**src/pkg/angle_pwm_cfg.svh**
```systemverilog
// Constants for the angle to duty-cycle mapper
`ifndef ANGLE_PWM_CFG_SVH
`define ANGLE_PWM_CFG_SVH
`define CLK_MHZ          125
`define UV_DET_US        50
`define UV_REC_US        50
`define OV_DET_US        50
`define OV_REC_US        50
`define WD_LIMIT_MS      12
`define PWM_DIV_DEF      4
`define OFS_CTRL         8'h00
`define OFS_START        8'h04
`define OFS_END          8'h08
`define OFS_DUTY_START   8'h0c
`define OFS_DUTY_END     8'h10
`define OFS_CLAMP        8'h14
`define OFS_WRAP         8'h18
`define OFS_STATUS       8'h1c
`define OFS_MASK         8'h20
`define OFS_STATE        8'h24
`define CTRL_INVERT      0
`define CTRL_DIAG_HIGH   1
`define CTRL_DIAG_FLOAT  2
`define CTRL_LOCK        3
`define CLAMP_HIGH_POS   16
`define EV_UV            0
`define EV_OV            1
`define EV_WD            2
`define EV_RECOVER       3
`define RST_START        14'h0000
`define RST_END          14'h3fff
`define RST_DUTY_START   12'h100
`define RST_DUTY_END     12'hf00
`define RST_CLAMP_LOW    9'h020
`define RST_CLAMP_HIGH   9'h1e0
`define RST_WRAP         14'h0000
`define FAIL_DUTY_LOW    12'h052
`define FAIL_DUTY_HIGH   12'hfad
`endif

```
**src/pkg/angle_pwm_pkg.sv**
```systemverilog
// Types shared by the angle to duty-cycle mapper
package angle_pwm_pkg;
	typedef struct packed {
		logic        invert;
		logic        diag_high;
		logic        diag_float;
		logic [13:0] angle_start_point;
		logic [13:0] angle_end_point;
		logic [11:0] duty_at_start;
		logic [11:0] duty_at_end;
		logic [8:0]  clamp_level_low;
		logic [8:0]  clamp_level_high;
		logic [13:0] wrap_point;
	} map_cfg_s;

	typedef struct packed {
		logic        under_q;
		logic        over_q;
		logic [15:0] under_cnt;
		logic [15:0] over_cnt;
		logic [20:0] wd_cnt;
		logic        wd_err;
	} mon_s;

	typedef enum logic [1:0] {
		BUS_IDLE = 2'b00,
		BUS_RD1  = 2'b01,
		BUS_RD2  = 2'b11,
		BUS_WR   = 2'b10
	} bus_st_e;
endpackage

```
**src/hdl/angle_to_pwm_mapper.sv**
```systemverilog
// Angle to duty-cycle mapper with supply monitor and AHB-Lite registers
`timescale 1ns/1ps
`default_nettype none
`include "angle_pwm_cfg.svh"
module angle_to_pwm_mapper
	import angle_pwm_pkg::*;
#(
	parameter int UV_DET_CYC = `UV_DET_US * `CLK_MHZ,
	parameter int UV_REC_CYC = `UV_REC_US * `CLK_MHZ,
	parameter int OV_DET_CYC = `OV_DET_US * `CLK_MHZ,
	parameter int OV_REC_CYC = `OV_REC_US * `CLK_MHZ,
	parameter int WD_CYC     = `WD_LIMIT_MS * 1000 * `CLK_MHZ,
	parameter int PWM_DIV    = `PWM_DIV_DEF
) (
	// Clock and reset
	input  wire logic        hclk,
	input  wire logic        hresetn,
	// AHB-Lite slave
	input  wire logic        hsel,
	input  wire logic [31:0] haddr,
	input  wire logic [1:0]  htrans,
	input  wire logic        hwrite,
	input  wire logic [2:0]  hsize,
	input  wire logic [31:0] hwdata,
	input  wire logic        hready,
	output logic      [31:0] hrdata,
	output logic             hreadyout,
	output logic             hresp,
	// Angle source and alarms
	input  wire logic [13:0] angle_code,
	input  wire logic        angle_valid,
	input  wire logic        internal_alarm,
	// Supply comparators
	input  wire logic        under_flag,
	input  wire logic        over_flag,
	// Open-drain output pin
	output logic             out_o,
	output logic             out_oe,
	// Interrupt
	output logic             irq
);
	localparam logic [15:0] UV_DET = 16'(UV_DET_CYC);
	localparam logic [15:0] UV_REC = 16'(UV_REC_CYC);
	localparam logic [15:0] OV_DET = 16'(OV_DET_CYC);
	localparam logic [15:0] OV_REC = 16'(OV_REC_CYC);
	localparam logic [20:0] WD_LIM = 21'(WD_CYC);
	localparam logic [7:0]  DIV    = 8'(PWM_DIV);

	// Persistence filter: returns {flip, next count}
	function automatic logic [16:0] qualify(input logic want,
		input logic [15:0] cnt, input logic [15:0] lim);
		logic [16:0] r;
		r = {1'b0, 16'h0000};
		if (want) begin
			if (cnt >= lim - 16'h0001)
				r = {1'b1, 16'h0000};
			else
				r = {1'b0, cnt + 16'h0001};
		end
		return r;
	endfunction

	// Transfer characteristic from angle code to 12-bit duty
	function automatic logic [11:0] map_duty(input logic [13:0] ang,
		input map_cfg_s c);
		logic [13:0]        a;
		logic [13:0]        s;
		logic [13:0]        span;
		logic signed [14:0] off;
		logic signed [12:0] dy;
		logic signed [28:0] prod;
		logic signed [28:0] y;
		logic [11:0]        lo;
		logic [11:0]        hi;
		a    = (c.invert ? ~ang : ang) - c.wrap_point;
		s    = c.angle_start_point - c.wrap_point;
		span = (c.angle_end_point - c.wrap_point) - s;
		off  = $signed({1'b0, a}) - $signed({1'b0, s});
		dy   = $signed({1'b0, c.duty_at_end}) - $signed({1'b0, c.duty_at_start});
		lo   = {c.clamp_level_low, 3'h0};
		hi   = {c.clamp_level_high, 3'h0};
		prod = 29'(off * dy);
		if (span == 14'h0000)
			y = $signed({17'h00000, c.duty_at_start});
		else
			y = 29'(prod / $signed({15'h0000, span}))
				+ $signed({17'h00000, c.duty_at_start});
		if (y < $signed({17'h00000, lo}))
			return lo;
		if (y > $signed({17'h00000, hi}))
			return hi;
		return y[11:0];
	endfunction

	// Bus and register state
	bus_st_e     bus_q, bus_d;
	logic [7:0]  addr_q, addr_d;
	logic [31:0] rdata_q, rdata_d;
	map_cfg_s    cfg_q, cfg_d;
	logic        locked_q, locked_d;
	logic [3:0]  status_q, status_d;
	logic [3:0]  mask_q, mask_d;
	logic [3:0]  events;
	logic        accept;
	// Monitor and output state
	mon_s        mon_q, mon_d;
	logic [16:0] uv_step, ov_step;
	logic        supply_ok, failed, drive_en;
	logic [7:0]  div_q, div_d;
	logic [11:0] cnt_q, cnt_d;
	logic [11:0] duty_q, duty_d;
	logic [11:0] mapped;
	logic [13:0] angle_q, angle_d;
	logic        tick;

	function automatic logic [31:0] rd_word(input logic [7:0] a);
		logic [31:0] w;
		w = 32'h0000_0000;
		case (a)
			`OFS_CTRL: begin
				w[`CTRL_INVERT]     = cfg_q.invert;
				w[`CTRL_DIAG_HIGH]  = cfg_q.diag_high;
				w[`CTRL_DIAG_FLOAT] = cfg_q.diag_float;
				w[`CTRL_LOCK]       = locked_q;
			end
			`OFS_START:      w[13:0] = cfg_q.angle_start_point;
			`OFS_END:        w[13:0] = cfg_q.angle_end_point;
			`OFS_DUTY_START: w[11:0] = cfg_q.duty_at_start;
			`OFS_DUTY_END:   w[11:0] = cfg_q.duty_at_end;
			`OFS_CLAMP: begin
				w[8:0] = cfg_q.clamp_level_low;
				w[`CLAMP_HIGH_POS +: 9] = cfg_q.clamp_level_high;
			end
			`OFS_WRAP:   w[13:0] = cfg_q.wrap_point;
			`OFS_STATUS: w[3:0]  = status_q;
			`OFS_MASK:   w[3:0]  = mask_q;
			`OFS_STATE:  w = {14'h0000, mon_q.wd_err, mon_q.over_q,
				mon_q.under_q, drive_en, angle_q};
			default:     w = 32'h0000_0000;
		endcase
		return w;
	endfunction

	assign accept    = hsel & htrans[1] & hready;
	assign hreadyout = (bus_q != BUS_RD1);
	assign hresp     = 1'b0;
	assign hrdata    = rdata_q;
	assign irq       = |(status_q & mask_q);

	// Bus, configuration and interrupt next state
	always_comb begin
		bus_d    = bus_q;
		addr_d   = addr_q;
		rdata_d  = rdata_q;
		cfg_d    = cfg_q;
		locked_d = locked_q;
		mask_d   = mask_q;
		status_d = status_q;
		if (bus_q == BUS_RD1) begin
			rdata_d = rd_word(addr_q);
			bus_d   = BUS_RD2;
		end else if (accept) begin
			addr_d = {haddr[7:2], 2'b00};
			bus_d  = hwrite ? BUS_WR : BUS_RD1;
		end else begin
			bus_d = BUS_IDLE;
		end
		if (bus_q == BUS_WR) begin
			if (!locked_q) begin
				case (addr_q)
					`OFS_CTRL: begin
						cfg_d.invert     = hwdata[`CTRL_INVERT];
						cfg_d.diag_high  = hwdata[`CTRL_DIAG_HIGH];
						cfg_d.diag_float = hwdata[`CTRL_DIAG_FLOAT];
						locked_d         = hwdata[`CTRL_LOCK];
					end
					`OFS_START:      cfg_d.angle_start_point = hwdata[13:0];
					`OFS_END:        cfg_d.angle_end_point   = hwdata[13:0];
					`OFS_DUTY_START: cfg_d.duty_at_start     = hwdata[11:0];
					`OFS_DUTY_END:   cfg_d.duty_at_end       = hwdata[11:0];
					`OFS_CLAMP: begin
						cfg_d.clamp_level_low  = hwdata[8:0];
						cfg_d.clamp_level_high = hwdata[`CLAMP_HIGH_POS +: 9];
					end
					`OFS_WRAP:       cfg_d.wrap_point = hwdata[13:0];
					default:         cfg_d = cfg_q;
				endcase
			end
			if (addr_q == `OFS_MASK)
				mask_d = hwdata[3:0];
			if (addr_q == `OFS_STATUS)
				status_d = status_q & ~hwdata[3:0];
		end
		status_d = status_d | events;
	end

	always_ff @(posedge hclk or negedge hresetn) begin
		if (!hresetn) begin
			bus_q    <= BUS_IDLE;
			addr_q   <= 8'h00;
			rdata_q  <= 32'h0000_0000;
			cfg_q    <= '{1'b0, 1'b0, 1'b0, `RST_START, `RST_END,
				`RST_DUTY_START, `RST_DUTY_END, `RST_CLAMP_LOW,
				`RST_CLAMP_HIGH, `RST_WRAP};
			locked_q <= 1'b0;
			status_q <= 4'h0;
			mask_q   <= 4'h0;
		end else begin
			bus_q    <= bus_d;
			addr_q   <= addr_d;
			rdata_q  <= rdata_d;
			cfg_q    <= cfg_d;
			locked_q <= locked_d;
			status_q <= status_d;
			mask_q   <= mask_d;
		end
	end

	// Supply monitor and watchdog next state
	always_comb begin
		mon_d   = mon_q;
		uv_step = qualify(under_flag != mon_q.under_q, mon_q.under_cnt,
			mon_q.under_q ? UV_REC : UV_DET);
		ov_step = qualify(over_flag != mon_q.over_q, mon_q.over_cnt,
			mon_q.over_q ? OV_REC : OV_DET);
		mon_d.under_cnt = uv_step[15:0];
		mon_d.over_cnt  = ov_step[15:0];
		if (uv_step[16])
			mon_d.under_q = ~mon_q.under_q;
		if (ov_step[16])
			mon_d.over_q = ~mon_q.over_q;
		if (angle_valid) begin
			mon_d.wd_cnt = 21'h000000;
			mon_d.wd_err = 1'b0;
		end else if (mon_q.wd_cnt >= WD_LIM - 21'h000001) begin
			mon_d.wd_err = 1'b1;
		end else begin
			mon_d.wd_cnt = mon_q.wd_cnt + 21'h000001;
		end
		events = 4'h0;
		events[`EV_UV] = mon_d.under_q & ~mon_q.under_q;
		events[`EV_OV] = mon_d.over_q & ~mon_q.over_q;
		events[`EV_WD] = mon_d.wd_err & ~mon_q.wd_err;
		events[`EV_RECOVER] = (mon_q.under_q | mon_q.over_q)
			& ~mon_d.under_q & ~mon_d.over_q;
	end

	always_ff @(posedge hclk or negedge hresetn) begin
		if (!hresetn)
			mon_q <= '{1'b0, 1'b0, 16'h0000, 16'h0000, 21'h000000, 1'b0};
		else
			mon_q <= mon_d;
	end

	// Output path: angle capture, mapping and duty-cycle generator
	assign supply_ok = ~mon_q.under_q & ~mon_q.over_q;
	assign failed    = mon_q.wd_err | internal_alarm;
	assign drive_en  = supply_ok & ~(failed & cfg_q.diag_float);
	assign mapped    = map_duty(angle_q, cfg_q);
	assign tick      = (div_q == DIV - 8'h01);
	assign out_o     = 1'b0;
	assign out_oe    = drive_en & ~(cnt_q < duty_q);

	always_comb begin
		angle_d = angle_valid ? angle_code : angle_q;
		div_d   = tick ? 8'h00 : div_q + 8'h01;
		cnt_d   = tick ? cnt_q + 12'h001 : cnt_q;
		duty_d  = duty_q;
		if (tick && cnt_q == 12'hfff) begin
			if (failed)
				duty_d = cfg_q.diag_high ? `FAIL_DUTY_HIGH
					: `FAIL_DUTY_LOW;
			else
				duty_d = mapped;
		end
	end

	always_ff @(posedge hclk or negedge hresetn) begin
		if (!hresetn) begin
			angle_q <= 14'h0000;
			div_q   <= 8'h00;
			cnt_q   <= 12'h000;
			duty_q  <= 12'h000;
		end else begin
			angle_q <= angle_d;
			div_q   <= div_d;
			cnt_q   <= cnt_d;
			duty_q  <= duty_d;
		end
	end
endmodule
`default_nettype wire

```
**config.mk**
```make
export PLATFORM = sky130hd
export DESIGN_NAME = angle_to_pwm_mapper
export DESIGN_NICKNAME = d
export VERILOG_FILES = /design/src/pkg/angle_pwm_pkg.sv /design/src/hdl/angle_to_pwm_mapper.sv
export VERILOG_INCLUDE_DIRS = /design/src /design/src/pkg
export SDC_FILE = /design/constraint.sdc
export NUM_CORES = 2
export LEC_CHECK = 0
export BUFFER_PORTS_ARGS = -buffer_cell sky130_fd_sc_hd__clkbuf_2
export CAP_MARGIN = 5
export CORE_UTILIZATION = 35
export DETAILED_ROUTE_END_ITERATION = 16
export GPL_ROUTABILITY_DRIVEN = 0
export GPL_TIMING_DRIVEN = 0
export HOLD_SLACK_MARGIN = 0.12
export PLACE_DENSITY_LB_ADDON = 0.3
export SLEW_MARGIN = 20
export SYNTH_ARGS = -nofsm -noshare
export SYNTH_HDL_FRONTEND = slang
export SYNTH_SLANG_ARGS = --single-unit
```
**constraint.sdc**
```tcl
create_clock -name hclk -period 130.7 [get_ports hclk]
set_clock_uncertainty 0.1 [all_clocks]
set_input_delay 6.535 -clock hclk [delete_from_list [all_inputs] [get_ports hclk]]
set_output_delay 6.535 -clock hclk [all_outputs]
set_load 0.02 [all_outputs]
```
After elaboration in Yosys (flattened, before gate mapping) --
Index checks and enable logic that the tools add are counted.
Word-level totals: bits in registers 231, output and inout port bits 37, logic and storage cells 137
Operators by class: add/sub/neg operators 12, multiply operators 1, divide/modulo/power cells 1, magnitude comparators 6, equal/unequal tests 17, multiplexer cells 34, bitwise operators 27, reduce and logical (&&, ||, !) cells 13
Operators by type and width (count):
- 2-to-1 mux 12 bit | 6
- 2-to-1 mux 17 bit | 4
- subtractor 14 bit | 4
- case mux 4 bit (10 select lines) | 1
- case mux 5 bit (7 select lines) | 1
- adder 16 x 1 -> 16 bit (second input constant) | 2
- >= comparator 16 x 13 -> 1 bit (second input constant) | 2
- adder 29 x 13 -> 29 bit | 1
- divider 29 x 15 -> 29 bit | 1
- > comparator 29 x 13 -> 1 bit | 1
- < comparator 29 x 13 -> 1 bit | 1
- 2-to-1 mux 29 bit | 1
- multiplier 15 x 13 -> 28 bit | 1
- equality test 6 x 3 -> 1 bit (second input constant) | 4
- 2-to-1 mux 22 bit | 1
- adder 21 x 1 -> 21 bit (second input constant) | 1
- >= comparator 21 bit (second input constant) | 1
- 2-to-1 mux 21 bit | 1
- AND reduction 3 bit | 7
- case mux 3 bit (6 select lines) | 1
- case mux 9 bit (2 select lines) | 1
- subtractor 14 x 14 -> 15 bit | 1
- logical NOT 14 bit | 1
- 2-to-1 mux 14 bit | 1
- 30 further kinds | 65

Depth between registers and ports, before layout --
depth after elaboration 14, depth in mapped cells 519

Least setup slack after synthesis --
Ideal clock, no wire load.
kind register to register, from register cfg_q[86] (netlist bit), to register duty_q[8], library setup time 0.088 ns, data arrival time 94.741 ns, required time 130.512 ns, slack 35.771 ns, stages on the path, launching flop included 497, period minus slack after synthesis 94.929 ns, path through dfrtp_1 -> clkbuf_1 -> clkbuf_1 -> xnor2_1 -> ha_1 -> inv_1 -> fa_1 -> fa_1 -> a21o_1 -> a21oi_1 -> o21bai_1 -> a21oi_1 -> o21bai_1 -> a21oi_1 -> nand3b_1 -> nand2_1 -> a21o_1 -> a21o_1 -> [461 not listed] -> a21oi_1 -> o21bai_1 -> a21oi_1 -> o21bai_1 -> a21oi_1 -> o21bai_1 -> a21oi_1 -> xor2_1 -> a21oi_1 -> ha_1 -> nand4_1 -> nor3_1 -> a41o_1 -> clkbuf_1 -> nor2_1 -> a311oi_1 -> nand2_1 -> a41oi_1
On the way: longest elaborated chain between the ends 13
RTL lines:
- from (decl) | RTL line angle_to_pwm_mapper.sv:99 | map_cfg_s cfg_q, cfg_d;
- from (signal assigned) | RTL line angle_to_pwm_mapper.sv:202 | cfg_q <= '{1'b0, 1'b0, 1'b0, `RST_START, `RST_END,
- from (signal assigned) | RTL line angle_to_pwm_mapper.sv:212 | cfg_q <= cfg_d;
- 2-to-1 mux 14 bit * | RTL line angle_to_pwm_mapper.sv:75 | a = (c.invert ? ~ang : ang) - c.wrap_point;
- subtractor 14 bit * | RTL line angle_to_pwm_mapper.sv:75
- subtractor 14 x 14 -> 15 bit * | RTL line angle_to_pwm_mapper.sv:78 | off = $signed({1'b0, a}) - $signed({1'b0, s});
- multiplier 15 x 13 -> 28 bit * | RTL line angle_to_pwm_mapper.sv:82 | prod = 29'(off * dy);
- divider 29 x 15 -> 29 bit * | RTL line angle_to_pwm_mapper.sv:86 | y = 29'(prod / $signed({15'h0000, span}))
- adder 29 x 13 -> 29 bit * | RTL line angle_to_pwm_mapper.sv:87 | + $signed({17'h00000, c.duty_at_start});
- 2-to-1 mux 29 bit * | RTL line angle_to_pwm_mapper.sv:83 | if (span == 14'h0000)
- > comparator 29 x 13 -> 1 bit | RTL line angle_to_pwm_mapper.sv:90 | if (y > $signed({17'h00000, hi}))
- 2-to-1 mux 1 bit (2 in series) | RTL line angle_to_pwm_mapper.sv:90
- 2-to-1 mux 12 bit | RTL line angle_to_pwm_mapper.sv:92 | return y[11:0];
- 2-to-1 mux 12 bit * | RTL line angle_to_pwm_mapper.sv:90
- 2-to-1 mux 12 bit * | RTL line angle_to_pwm_mapper.sv:270 | if (failed)
- to (signal assigned) | RTL line angle_to_pwm_mapper.sv:288 | duty_q <= duty_d;
- to (decl) | RTL line angle_to_pwm_mapper.sv:111 | logic [11:0] duty_q, duty_d;
Every way passes the cells marked *; elsewhere a longest branch is shown, timed or not. The select of a mux whose other input is x is not followed. A chain may end at the register's enable or synchronous reset.

Worst setup path after layout --
Ends and elaborated chain as after synthesis.

==> out/metrics.yaml <==
setup_path:
  timing.rr.start: "cfg_q[86]"
  critPathLaunch: "cfg_q[86]"
  crit_fanout: 10
  cpMostUsedCell: "o21a_1"
  cp.arrival_ns: 119.82
  startpoint_type: "register"
  crit_type: "reg -> reg"
  crit_path_top_delay_cell: "o211ai_1"
  endpoint_kind: "register"
  cpPeakStageDelay_ns: 0.78
  cp_data_required_time_ns: 131.11
sta:
  slew_viol_final: 0
  max_slew_margin_pct: 22.80
  rsz0062_at_grt: "no"
  setup_viol: 0
  fmax_mhz: 8.375
  hold_viol: 0
  worst_pin_slew_ns: 1.150
  tns_ns: 0
  post-route-min-period_ns: 119.41
  fin_crit_sh_pct: 91.36
die:
  dieArea_um2: 124400
  core.rowCount: 128
  start_util_pct: 35.33
  die_w_um: 352.8
  die_y_um: 352.8
  coreArea_um2: 121900
  pin_count: 129
synthesis:
  synth.avg_cell_area_um2: 7.978
  async_reset_ff_share_pct: 100.0
  synth_top_cell_by_area: "ha_1"
  synth_cell_types: 135
  yosysMostFrequentCell: "nor2_1"
  ys_seq_elements: 231
  netlist_area_um2: 43060
  synth_edf_count: 0
  synth.area.top_cells: "ha_1 (15%), dfrtp_1 (12%), fa_1 (9.3%)"
  syn_inst: 5398
  synth_top_area_share_pct: 14.70
  yosys_warnings: 0
  synthTopCellsByCount: "nor2_1 (519), ha_1 (506), nand2_1 (495)"
  ys.flop_type: "dfrtp_1"
  yosysSeqAreaShare_pct: 13.49
cts:
  cts_tree: "yes"
  post-cts-setup-buffers: 0
  cts_root_buf: "clkbuf_16"
  clk_latency_ns: 0.64
  cts_sinks: 231
  holdBufCountCts: 0
  cts_buffer_depth: 3
  htree_levels: 1
  cts_resized: 0
  cts_made_buffers: 29
  clk_pin_slew_ns: 0.07
hold_path:
  hp-start: "hrdata[11]"
  hold_class: "reg -> reg"
outcome:
  status: "finished, final reports clean"
finish:
  drive_gt1_share_pct: 9.865
  layout.cells.non_filler: 7180
  n_antenna_cell: 0
  synthToLayoutAreaGrowth_pct: 9.001
  final_core_util_pct: 38.51
  nNetsFinal: 6331
route:
  drt_iter0_drc: 3544
  via_per_inst: 5.705
  via_count: 40960
  ant_nets: 0
  avgRoutedWirePerCell_um: 19.48
  drtPass1Iterations: 6
  drc_errors: 0
  routed_wl_um: 139900
flow_run:
  cap_violations: 0
place:
  dp.final_hpwl_um: 114700
  dp_cells: 7126
  portBuffers: 75
grt:
  grt_pass1_vias: 39240
  groute.usage.overall_pct: 21.95
  grt_pass1_wl_um: 221000
  overflow: 0
  grt_antenna_before_repair: 2
  grt_max_degree: 80
-- layer usage --
layer  wire length (µm)  share of wire (%)  vias up  track usage (%)
met5                  7             0.0050        -                0
met4               3865                2.8        2            5.687
met3               8428                6.0      197            2.455
met2              63130                 45     1255            36.04
met1              64420                 46    19720            30.45
li1                   -                  -    19790                -
-- sequential cells by signal (all words and copies together) (netlist names) --
register,count
cfg_q,87
mon_q,56
hrdata,25
angle_q,14
cnt_q,12
duty_q,12
div_q,8
addr_q,6
mask_q,4
status_q,4
bus_q,2
locked_q,1
-- layout by cell type (no fill, tap or decap), drive strengths merged, types with 13 or more instances in the layout --
cell type and count:
ha 506, o211ai 49, inv 393, nor4 39, mux2 165, nor3 231, and2 46, a22oi 23
xnor2 196, o22ai 20, mux2i 57, o211a 18, xor2 158, o21ai 253, fa 201, nor2b 50
conb 16, nand2b 75, buf 71, clkbuf 215, a221oi 16, nand3 133, a41oi 20, dfrtp 207
a2111oi 13, dfstp 24, or2 57, o21bai 36, o21a 186, a211oi 37, a21o 100, or3 60
nor2 523, a21oi 351, nand2 499, and3 47, nand4 66, a31oi 47, o31ai 84, a21boi 19
-- final cells by class --
class / count / area (µm²)
fillers: 12540 / 74940
multi-input cells: 4632 / 35240
flip-flops and latches: 231 / 5811
well taps: 1625 / 2033
inverters: 391 / 1470
clock buffers: 39 / 803.3
plain buffers: 159 / 732.0
repair buffers: 88 / 656.9
clock inverters: 15 / 191.4
-- metrics by stage --
stage          area, µm²  hold WS (ns)  worst slack [ns]
2_1_floorplan      43120        0.3472             35.77
3_3_place_gp       45530        0.3648             13.17
3_5_place_dp       45910        0.3687             13.09
4_1_cts            46910        0.3820             12.64
5_1_grt            46940        0.3951             1.949
6_report           46940        0.3776             11.29
-- worst paths after layout --
path                         endpoint  slack (ns)  depth (start not counted)
min reg2reg                hrdata[11]        0.38                          1
max reg2reg                 duty_q[8]       11.29                        488
max in group asynchronous    mon_q[7]      123.68                          2
min in group asynchronous    cnt_q[0]        5.87                          1
max                         duty_q[8]       11.29                        488
min                        hrdata[11]        0.38                          1
-- logic make-up after synthesis --
family / synth area share [%]
xor+xnor: 7.322
mux: 5.715
buf+inv: 5.108
other cells: 0.008708
compound gates: 23.01
fa+ha+maj: 24.07
simple gates: 21.27
flops: 13.49
-- worst max-delay path: cells and delay by family (launching register included) --
kind / cells / cell delay [ns]
adder cells (fa/ha/maj): 41 / 14.44
XOR/XNOR: 3 / 0.78
buffers and inverters: 57 / 18.44
flip-flops: 1 / 0.32
multiplexers: 8 / 3.03
AO/OA/AOI/OAI: 259 / 57.78
AND/OR/NAND/NOR: 120 / 24.16
Power is not shown: default switching activity piles up to over one toggle a cycle in this logic, so the estimate is an artifact.
